`config.mk`:
```
export PLATFORM = sky130hd
export DESIGN_NAME = aidr_top
export DESIGN_NICKNAME = d
export VERILOG_FILES = /design/src/aidr_pkg.sv /design/src/aidr_top.sv /design/src/aidr_sync.sv
export SDC_FILE = /design/constraint.sdc
export NUM_CORES = 1
export LEC_CHECK = 0
export ABC_AREA = 1
export BUFFER_PORTS_ARGS = -buffer_cell sky130_fd_sc_hd__buf_2
export CORE_MARGIN = 8
export CORE_UTILIZATION = 40
export CTS_CLUSTER_DIAMETER = 100
export DETAILED_ROUTE_END_ITERATION = 12
export PLACE_DENSITY = 0.64
export SYNTH_ARGS = -nofsm -noshare
export SYNTH_HDL_FRONTEND = slang
export SYNTH_HIERARCHICAL = 1
export SYNTH_SLANG_ARGS = --single-unit
```
`constraint.sdc`:
```
create_clock -name clock -period 3.7 [get_ports clock]
set_input_delay 0 -clock clock [delete_from_list [all_inputs] [get_ports clock]]
set_output_delay 0 -clock clock [all_outputs]
set_load 0.03 [all_outputs]
```
`src/aidr_pkg.sv`:
```
// Shared constants and types of the analog input diagnostic record
package aidr_pkg;

	// ----------------------------------------------------------------
	// Timing
	// ----------------------------------------------------------------
	localparam int CLK_HZ = 20_000_000;
	localparam int TICK_PER_S = 1_000_000;
	localparam int US_CYCLES = CLK_HZ / TICK_PER_S;
	localparam logic [31:0] TS_RESET = 32'h0000_0000;

	// ----------------------------------------------------------------
	// Record byte offsets (subindex numbering)
	// ----------------------------------------------------------------
	localparam logic [7:0] OFS_MODULE_ERROR_SUMMARY = 8'h02;
	localparam logic [7:0] OFS_MODULE_CLASS_INFO = 8'h03;
	localparam logic [7:0] OFS_RESERVED_ERROR_BYTE = 8'h04;
	localparam logic [7:0] OFS_INTERNAL_FAULT_FLAGS = 8'h05;
	localparam logic [7:0] OFS_CHANNEL_KIND_CODE = 8'h06;
	localparam logic [7:0] OFS_DIAG_BITS_PER_CHANNEL = 8'h07;
	localparam logic [7:0] OFS_CHANNEL_COUNT = 8'h08;
	localparam logic [7:0] OFS_CHANNEL_GROUP_FAULT = 8'h09;
	localparam logic [7:0] OFS_CHAN0_FAULT_DETAIL = 8'h0a;
	localparam logic [7:0] OFS_CHAN1_FAULT_DETAIL = 8'h0b;
	localparam logic [7:0] OFS_UNUSED_CHAN_FAULT_BYTES = 8'h0c;
	localparam logic [7:0] OFS_UNUSED_LAST = 8'h11;
	localparam logic [7:0] OFS_DIAG_TIMESTAMP = 8'h13;
	localparam logic [7:0] RECORD_BYTES = OFS_DIAG_TIMESTAMP + 8'h04 - OFS_MODULE_ERROR_SUMMARY;
	localparam logic [7:0] HEAD_BYTES = 8'h04;

	// ----------------------------------------------------------------
	// Values after reset and fixed contents
	// ----------------------------------------------------------------
	localparam logic [7:0] RST_ZERO_BYTE = 8'h00;
	localparam logic [7:0] RST_MODULE_CLASS_INFO = 8'h15;
	localparam logic [7:0] RST_CHANNEL_KIND_CODE = 8'h71;
	localparam logic [7:0] RST_DIAG_BITS_PER_CHANNEL = 8'h08;
	localparam logic [7:0] RST_CHANNEL_COUNT = 8'h02;

	// ----------------------------------------------------------------
	// Access codes
	// ----------------------------------------------------------------
	localparam logic [15:0] RS_FULL = 16'h0001;
	localparam logic [15:0] RS_HEAD = 16'h0000;
	localparam logic [15:0] CO_FULL = 16'h2f01;
	localparam logic [15:0] CO_HEAD = 16'h2f00;
	localparam logic [15:0] FB_INDEX = 16'h5005;
	localparam logic [7:0] DIAG_ON_CODE = 8'h40;
	localparam logic [7:0] DIAG_OFF_CODE = 8'h00;

	// ----------------------------------------------------------------
	// Bit positions
	// ----------------------------------------------------------------
	localparam int EA_MODULE_FAIL = 0;
	localparam int EA_INTERNAL = 1;
	localparam int EA_EXTERNAL = 2;
	localparam int EA_CHANNEL = 3;
	localparam int EA_AUX_MISSING = 4;
	localparam int EA_PARAM = 7;
	localparam int ED_BUF_OVF = 3;
	localparam int ED_COMM = 4;
	localparam int ED_HW_LOST = 6;

	typedef enum logic [1:0] {PATH_RECORD_SET, PATH_CANOPEN, PATH_FIELDBUS} aidr_path_t;
	typedef enum logic {DIAG_QUIET, DIAG_ACTIVE} aidr_diag_t;

	// Read request: path, record or object index, byte or subindex
	typedef struct packed {
		aidr_path_t path;
		logic [15:0] index;
		logic [7:0] sub;
	} aidr_rd_req_t;

	// Captured diagnostic record contents
	typedef struct packed {
		logic [7:0] summary;
		logic [7:0] internal;
		logic [7:0] group;
		logic [7:0] ch1;
		logic [7:0] ch0;
		logic [31:0] ts;
	} aidr_record_t;

endpackage

```
`src/aidr_top.sv`:
```
// Diagnostic record, timestamp and interrupt logic of a two-channel analog input
// Functional notes
// - Underflow flags: bit per channel, rest zero
// - 32-bit microsecond counter starts at zero
// - Counter wraps to zero after maximum
// - Hardware event stamp is counter low half
// - Record stamp is counter at diag event
// - Enabled diag interrupt raised with record
// - Going interrupt issued when cause clears
// - Events between incoming and going discarded
// - Fault indicator lit incoming until going
// - Record set 01h full, 00h first four
// - Index 2F01h full, 2F00h first four
// - Fieldbus index 5005h, subindex per group
// - Error summary byte bit meanings
// - Internal fault byte bits 3, 4, 6
// - Diag bits per channel reads 08h
// - Channel count reads 02h
// - Group fault bit per channel group
// - Channel detail bits 0, 5, 6, 7
// - Overflow flags: bit per channel, rest zero
// - Monitored limit crossing raises hardware interrupt unless the previous one is unacknowledged
`timescale 1ns/1ns
module aidr_top (
	input wire logic clock,
	input wire logic rst_n,
	input wire logic param_wr,
	input wire logic [7:0] param_data,
	input wire logic [1:0] limit_en,
	input wire logic [1:0] cfg_err_pin,
	input wire logic [1:0] range_under_pin,
	input wire logic [1:0] range_over_pin,
	input wire logic [1:0] above_limit_pin,
	input wire logic [1:0] below_limit_pin,
	input wire logic buf_overflow_pin,
	input wire logic comm_error_pin,
	input wire logic aux_missing_pin,
	input wire logic hw_irq_ack,
	input wire logic rd_valid,
	input wire aidr_pkg::aidr_rd_req_t rd_req,
	output logic rd_ready,
	output logic rd_done,
	output logic [31:0] rd_data,
	output logic rd_error,
	output logic hw_irq,
	output logic [7:0] limit_overflow_flags,
	output logic [7:0] limit_underflow_flags,
	output logic [15:0] event_timestamp_low,
	output logic diag_in,
	output logic diag_go,
	output logic module_fault_indicator,
	output logic diag_interrupt_enable
);
	// ----------------------------------------------------------------
	// Pin synchronisation
	// ----------------------------------------------------------------
	logic [12:0] pins;
	logic [1:0] cfg_err, range_under, range_over, above_lim, below_lim;
	logic buf_ovf, comm_err, aux_miss;

	aidr_sync #(.WIDTH(13)) u_sync (
		.clock(clock),
		.rst_n(rst_n),
		.pin({cfg_err_pin, range_under_pin, range_over_pin, above_limit_pin,
			below_limit_pin, buf_overflow_pin, comm_error_pin, aux_missing_pin}),
		.level(pins)
	);
	assign {cfg_err, range_under, range_over, above_lim, below_lim, buf_ovf, comm_err,
		aux_miss} = pins;

	// ----------------------------------------------------------------
	// Microsecond timestamp
	// ----------------------------------------------------------------
	logic [4:0] pre, next_pre;
	logic us_tick;
	logic [31:0] ts, next_ts;

	// Prescaler makes one tick per microsecond; counter wraps naturally
	always_comb begin
		us_tick = (pre == 5'(aidr_pkg::US_CYCLES - 1));
		next_pre = us_tick ? 5'h00 : pre + 5'h01;
		next_ts = us_tick ? ts + 32'h0000_0001 : ts;
	end

	always_ff @(posedge clock or negedge rst_n) begin
		if (!rst_n) begin
			pre <= 5'h00;
			ts <= aidr_pkg::TS_RESET;
		end else begin
			pre <= next_pre;
			ts <= next_ts;
		end
	end

	// ----------------------------------------------------------------
	// Diagnostic interrupt enable parameter
	// ----------------------------------------------------------------
	logic next_en;

	// Only the two documented codes change the setting
	always_comb begin
		next_en = diag_interrupt_enable;
		if (param_wr && param_data == aidr_pkg::DIAG_ON_CODE)
			next_en = 1'b1;
		else if (param_wr && param_data == aidr_pkg::DIAG_OFF_CODE)
			next_en = 1'b0;
	end

	always_ff @(posedge clock or negedge rst_n) begin
		if (!rst_n)
			diag_interrupt_enable <= 1'b0;
		else
			diag_interrupt_enable <= next_en;
	end

	// ----------------------------------------------------------------
	// Limit monitoring and hardware interrupt
	// ----------------------------------------------------------------
	logic [3:0] hit, hit_q, rise;
	logic [1:0] lost, next_lost, lost_set;
	logic hw_pend, next_pend, next_hw;
	logic [7:0] next_ovf, next_unf;
	logic [15:0] next_evt;
	logic diag_capture;

	// New crossing while the previous one is unacknowledged is lost
	always_comb begin
		hit = {above_lim & limit_en, below_lim & limit_en};
		rise = hit & ~hit_q;
		next_pend = hw_pend & ~hw_irq_ack;
		next_hw = 1'b0;
		next_ovf = limit_overflow_flags;
		next_unf = limit_underflow_flags;
		next_evt = event_timestamp_low;
		lost_set = 2'b00;
		if (|rise) begin
			if (next_pend) begin
				lost_set = rise[3:2] | rise[1:0];
			end else begin
				next_hw = 1'b1;
				next_pend = 1'b1;
				next_ovf = {6'h00, rise[3:2]};
				next_unf = {6'h00, rise[1:0]};
				next_evt = ts[15:0];
			end
		end
		// A loss arriving with the capture survives it
		next_lost = (lost & ~{2{diag_capture}}) | lost_set;
	end

	always_ff @(posedge clock or negedge rst_n) begin
		if (!rst_n) begin
			hit_q <= 4'h0;
			hw_pend <= 1'b0;
			hw_irq <= 1'b0;
			lost <= 2'b00;
			limit_overflow_flags <= aidr_pkg::RST_ZERO_BYTE;
			limit_underflow_flags <= aidr_pkg::RST_ZERO_BYTE;
			event_timestamp_low <= 16'h0000;
		end else begin
			hit_q <= hit;
			hw_pend <= next_pend;
			hw_irq <= next_hw;
			lost <= next_lost;
			limit_overflow_flags <= next_ovf;
			limit_underflow_flags <= next_unf;
			event_timestamp_low <= next_evt;
		end
	end

	// ----------------------------------------------------------------
	// Live error bytes
	// ----------------------------------------------------------------
	logic [7:0] ch_live [2];
	logic [7:0] sum_live, fault_live, group_live;
	logic cause;

	always_comb begin
		for (int c = 0; c < 2; c++)
			ch_live[c] = {range_over[c], range_under[c], lost[c], 4'h0, cfg_err[c]};
		group_live = {6'h00, |ch_live[1], |ch_live[0]};
		fault_live = 8'h00;
		fault_live[aidr_pkg::ED_BUF_OVF] = buf_ovf;
		fault_live[aidr_pkg::ED_COMM] = comm_err;
		fault_live[aidr_pkg::ED_HW_LOST] = |lost;
		sum_live = 8'h00;
		sum_live[aidr_pkg::EA_MODULE_FAIL] = buf_ovf | comm_err;
		sum_live[aidr_pkg::EA_INTERNAL] = buf_ovf | comm_err | (|lost);
		sum_live[aidr_pkg::EA_EXTERNAL] = (|range_over) | (|range_under) | aux_miss;
		sum_live[aidr_pkg::EA_CHANNEL] = |group_live;
		sum_live[aidr_pkg::EA_AUX_MISSING] = aux_miss;
		sum_live[aidr_pkg::EA_PARAM] = |cfg_err;
		cause = |sum_live;
	end

	// ----------------------------------------------------------------
	// Diagnostic interrupt sequence
	// ----------------------------------------------------------------
	aidr_pkg::aidr_diag_t state, next_state;
	aidr_pkg::aidr_record_t rec, next_rec;
	logic next_in, next_go;

	// Record is frozen while active, so later events are dropped
	always_comb begin
		next_state = state;
		next_rec = rec;
		next_in = 1'b0;
		next_go = 1'b0;
		diag_capture = 1'b0;
		unique case (state)
			aidr_pkg::DIAG_QUIET: begin
				if (diag_interrupt_enable && cause) begin
					diag_capture = 1'b1;
					next_in = 1'b1;
					next_state = aidr_pkg::DIAG_ACTIVE;
					next_rec = {sum_live, fault_live, group_live, ch_live[1],
						ch_live[0], ts};
				end
			end
			aidr_pkg::DIAG_ACTIVE: begin
				if (!cause) begin
					next_go = 1'b1;
					next_state = aidr_pkg::DIAG_QUIET;
				end
			end
		endcase
	end

	always_ff @(posedge clock or negedge rst_n) begin
		if (!rst_n) begin
			state <= aidr_pkg::DIAG_QUIET;
			rec <= '0;
			diag_in <= 1'b0;
			diag_go <= 1'b0;
		end else begin
			state <= next_state;
			rec <= next_rec;
			diag_in <= next_in;
			diag_go <= next_go;
		end
	end

	assign module_fault_indicator = (state == aidr_pkg::DIAG_ACTIVE);

	// ----------------------------------------------------------------
	// Record read port
	// ----------------------------------------------------------------
	// Byte of the record at a subindex address; reserved bytes read zero
	function automatic logic [7:0] rec_byte(aidr_pkg::aidr_record_t r, logic [7:0] a);
		logic [7:0] b;
		b = 8'h00;
		case (a)
			aidr_pkg::OFS_MODULE_ERROR_SUMMARY: b = r.summary;
			aidr_pkg::OFS_MODULE_CLASS_INFO: b = aidr_pkg::RST_MODULE_CLASS_INFO;
			aidr_pkg::OFS_INTERNAL_FAULT_FLAGS: b = r.internal;
			aidr_pkg::OFS_CHANNEL_KIND_CODE: b = aidr_pkg::RST_CHANNEL_KIND_CODE;
			aidr_pkg::OFS_DIAG_BITS_PER_CHANNEL: b = aidr_pkg::RST_DIAG_BITS_PER_CHANNEL;
			aidr_pkg::OFS_CHANNEL_COUNT: b = aidr_pkg::RST_CHANNEL_COUNT;
			aidr_pkg::OFS_CHANNEL_GROUP_FAULT: b = r.group;
			aidr_pkg::OFS_CHAN0_FAULT_DETAIL: b = r.ch0;
			aidr_pkg::OFS_CHAN1_FAULT_DETAIL: b = r.ch1;
			aidr_pkg::OFS_DIAG_TIMESTAMP: b = r.ts[7:0];
			aidr_pkg::OFS_DIAG_TIMESTAMP + 8'h01: b = r.ts[15:8];
			aidr_pkg::OFS_DIAG_TIMESTAMP + 8'h02: b = r.ts[23:16];
			aidr_pkg::OFS_DIAG_TIMESTAMP + 8'h03: b = r.ts[31:24];
			default: b = 8'h00;
		endcase
		return b;
	endfunction

	logic next_done, next_rerr, full, head;
	logic [31:0] next_rdata;
	logic [7:0] addr;

	assign rd_ready = 1'b1;

	// Decode path and index, answer one cycle after the request
	always_comb begin
		next_done = rd_valid;
		next_rdata = 32'h0000_0000;
		next_rerr = 1'b0;
		full = 1'b0;
		head = 1'b0;
		addr = rd_req.sub + aidr_pkg::OFS_MODULE_ERROR_SUMMARY;
		unique case (rd_req.path)
			aidr_pkg::PATH_RECORD_SET: begin
				full = (rd_req.index == aidr_pkg::RS_FULL);
				head = (rd_req.index == aidr_pkg::RS_HEAD);
			end
			aidr_pkg::PATH_CANOPEN: begin
				full = (rd_req.index == aidr_pkg::CO_FULL);
				head = (rd_req.index == aidr_pkg::CO_HEAD);
			end
			default: begin
			end
		endcase
		if (rd_req.path == aidr_pkg::PATH_FIELDBUS) begin
			if (rd_req.index == aidr_pkg::FB_INDEX && rd_req.sub == aidr_pkg::OFS_DIAG_TIMESTAMP)
				next_rdata = rec.ts;
			else if (rd_req.index == aidr_pkg::FB_INDEX &&
				rd_req.sub >= aidr_pkg::OFS_MODULE_ERROR_SUMMARY &&
				rd_req.sub <= aidr_pkg::OFS_UNUSED_LAST)
				next_rdata = {24'h000000, rec_byte(rec, rd_req.sub)};
			else
				next_rerr = 1'b1;
		end else if ((full && rd_req.sub < aidr_pkg::RECORD_BYTES) ||
			(head && rd_req.sub < aidr_pkg::HEAD_BYTES)) begin
			next_rdata = {24'h000000, rec_byte(rec, addr)};
		end else begin
			next_rerr = 1'b1;
		end
		if (!rd_valid) begin
			next_rdata = rd_data;
			next_rerr = 1'b0;
		end
	end

	always_ff @(posedge clock or negedge rst_n) begin
		if (!rst_n) begin
			rd_done <= 1'b0;
			rd_data <= 32'h0000_0000;
			rd_error <= 1'b0;
		end else begin
			rd_done <= next_done;
			rd_data <= next_rdata;
			rd_error <= next_rerr;
		end
	end
endmodule

```
`src/aidr_sync.sv`:
```
// Two-flop synchroniser for a bundle of pin levels
`timescale 1ns/1ns
module aidr_sync #(
	parameter int WIDTH = 1
) (
	input wire logic clock,
	input wire logic rst_n,
	input wire logic [WIDTH-1:0] pin,
	output logic [WIDTH-1:0] level
);
	logic [WIDTH-1:0] meta;

	// First stage feeds only the second
	always_ff @(posedge clock or negedge rst_n) begin
		if (!rst_n) begin
			meta <= '0;
			level <= '0;
		end else begin
			meta <= pin;
			level <= meta;
		end
	end
endmodule

```
==> flow_summary.toml <==
[status]
outcome = "finished clean"

[setup_path]
timing.critical_path.cells = "nor2_1, nand2_1, nor2_1, inv_1, nor3_1, inv_1, nand3_2, buf_4, nor2_1, a22oi_1"
critical-path-top-delay-family = "simple AND/OR/NAND/NOR gates"
cp_num_buf_inv = 3
path_common_cell = "nor2_1"
reg2reg_depth = 10
critPathCaptureType = "flip-flop"
r2r-end = "rec[62]"
crit_slowest_cell = "buf_4"
cp-start-kind = "flip-flop"
critPathMaxStageDelay_ns = 0.52
required_ns = 4.05
worst-path-max-fanout = 77
critPathKind = "flip-flop to flip-flop"
rrSetupSlack_ns = 1.44
reg2reg_from = "u_sync/level[8]"
crit_arrival_ns = 2.61

[timing]
finalMaxSlewViolations = 0
worst_pin_slew_ns = 0.935
finalSetupTns_ns = 0
holdWs_ns = 0.0168
fmaxAchievable_mhz = 442
slew_headroom_pct = 37.6
hold_violations = 0
period_minus_slack_ns = 2.26
period_share_pct = 61.2
finalSetupViolations = 0
clock_skew_ns = 0.0135
finalWorstSetupSlack_ns = 1.44
rsz0062_at_grt = "false"

[global_route]
antenna_found_initial = 0
grt_max_degree = 101
grt_pass1_vias = 7159
grt-ovfl-total = 0
track_usage_pct = 17.8
grt_pass1_wl_um = 37300

[finish]
num-nets-final = 1214
seqCellArea_sq_um = 4500
multi_input_area_sq_um = 3400
fin_cells = 1445
nFillCells = 2069
drive_gt1_share_pct = 15.5
antenna_cells = 0
syn_to_final_growth_pct = 18.5

[power_and_ir_drop]
finalPower_w = 0.00462
power_density_nw_per_um2 = 457
vdd_ir_drop_max_mv = 0.333
p_leak_nw = 4.93

[cts]
cts_made_buffers = 17
cts_tree = "done"
max-clock-path-buffers = 2
clock_latency_ns = 0.44
cts_root_buf = "clkbuf_16"
ctsResizeCount = 0
cts_max_level = 4
clkSlewWorstSetupHoldPaths_ns = 0.08
cts_setup_buffers = 0
cts_sinks = 180

[routing]
drc_errors = 0
ant_nets = 0
vias_per_cell = 4.99
wl_um = 22900
drtPass1Iterations = 7
via_count = 7208
routedWlPerCell_um = 15.9
drt_iter0_drc = 553

[place]
io_buffers = 112
dp.cells = 1393
dp_hpwl_um = 17200
dpl_worst_slack_ns = 1.27
place.gp.congestion = 0.968

[floorplanning]
initial_core_util_pct = 40.7
die_h_um = 162
core_sq_um = 21000
row_count = 53
die_w_um = 162
fp.dieArea_sq_um = 26300
ios = 126

[run]
maxCapViolations = 0

[min_path]
hold_depth = 6
min_to = "rd_data[0]"
worstHoldPathType = "input port to flip-flop"
min_from = "rd_req[24]"

[synth]
yosysMostFrequentCell = "nand2_1"
synth_area_sq_um = 8530
ys_types = 46
synth.area.top_cells = "dfrtp_1 53%, nand2_1 12%, o21ai_0 5.7%"
ys_ff_latch = 180
ys_top_cells_by_count = "282 x nand2_1, 180 x dfrtp_1, 115 x nor2_1"
ys.flop_type = "dfrtp_1"
synth-seq-area-share_pct = 52.8
yosysWarnings = 6
synth_largest_area_cell = "dfrtp_1"
synth_edf_count = 0
synth_area_per_cell_sq_um = 8.27
synth.top_cell.area_share_pct = 52.8
synthCells = 1032
async_reset_ff_share_pct = 100
worst min-delay path, cell delays in order:
cell and delay (ns):
buf_2 0.11, nor2_1 0.09, nand2_1 0.07, nand2_1 0.05, nand2_1 0.05, nand2_1 0.04
worst max path at each step:
stage,from,to,slack [ns],cells past startpoint
floorplan,pre[0],ts[27],1.83,11
detailed placement,rd_req[1],rd_data[5],1.27,13
global placement,rd_req[1],rd_data[5],1.30,13
global route,u_sync/level[8],rec[60],1.13,9
CTS,u_sync/level[8],rec[67],1.38,10
finish,u_sync/level[8],rec[62],1.44,10
state kept, by name, indices dropped and copies added, names as in the netlist, 2 cells and up:
| name | cells |
|---|---|
| pre | 5 |
| limit_underflow_flags | 2 |
| u_sync/level | 13 |
| hit_q | 4 |
| limit_overflow_flags | 2 |
| event_timestamp_low | 16 |
| lost | 2 |
| u_sync/meta | 13 |
| rec | 51 |
| ts | 32 |
| rd_data | 32 |
report_power, final:
group | switching, W | internal, W
clock | 0.000897 | 0.000988
combinational | 0.000316 | 0.000139
sequential | 0.000162 | 0.00212
layout by cell type (no fill, tap or decap), drive strengths merged, types with 6 or more instances in the layout:
master / Yosys / routed
nand3: 58 / 58
xor2: 33 / 33
inv: 112 / 120
clkbuf: 16 / 17
o211ai: 6 / 6
nor2: 129 / 129
nand2: 287 / 287
nor3: 15 / 15
nand4: 20 / 20
a21oi: 6 / 6
o21ai: 101 / 101
conb: 2 / 13
dlygate4sd3: 0 / 20
o22ai: 9 / 9
buf: 27 / 118
clkinv: 1 / 7
dfrtp: 180 / 180
layer usage:
metal	GRT usage, %	vias to the layer above	share of wire [%]
li1	-	3527	-
met1	23.9	3391	46
met2	27.1	254	44
met3	4.53	36	8.1
met4	6.94	0	2.7
met5	0	-	0
metrics by stage:
step | area (sq um) | util, %
after floorplan | 8570 | -
after global placement | 9280 | 44.3
after detailed placement | 9280 | 44.3
after CTS | 10100 | 48.3
after global routing | 10100 | 48.3
final | 10100 | 48.3
layout make-up:
type | instances | area share [%]
Sequential cell | 180 | 44.5
Multi-Input combinational cell | 707 | 33.6
Timing Repair Buffer | 138 | 8.03
Clock buffer | 17 | 4.21
Inverter | 113 | 4.19
Tap cell | 275 | 3.40
Clock inverter | 15 | 2.00
kinds of logic (layout without fill, tap and decap cells):
family                     Yosys count  in the layout  share of synthesized area (%)
muxes                                1              1                          0.132
DFF                                180            180                           52.8
adders and majority gates            3              3                          0.440
xor gates and xnor gates            34             34                           3.49
AOI/OAI and AO/OA                  136            136                           8.90
buffers and inverters              156            283                           7.89
other                                2             13                         0.0880
and+or+nand+nor                    520            520                           26.3
timing repair:
| item | in CTS | in global routing |
|---|---|---|
| setup endpoints to repair | 0 | 0 |
| hold endpoints to repair | 126 | 0 |
| hold buffers | 20 | 0 |
Power figures use the tool's default switching activity.
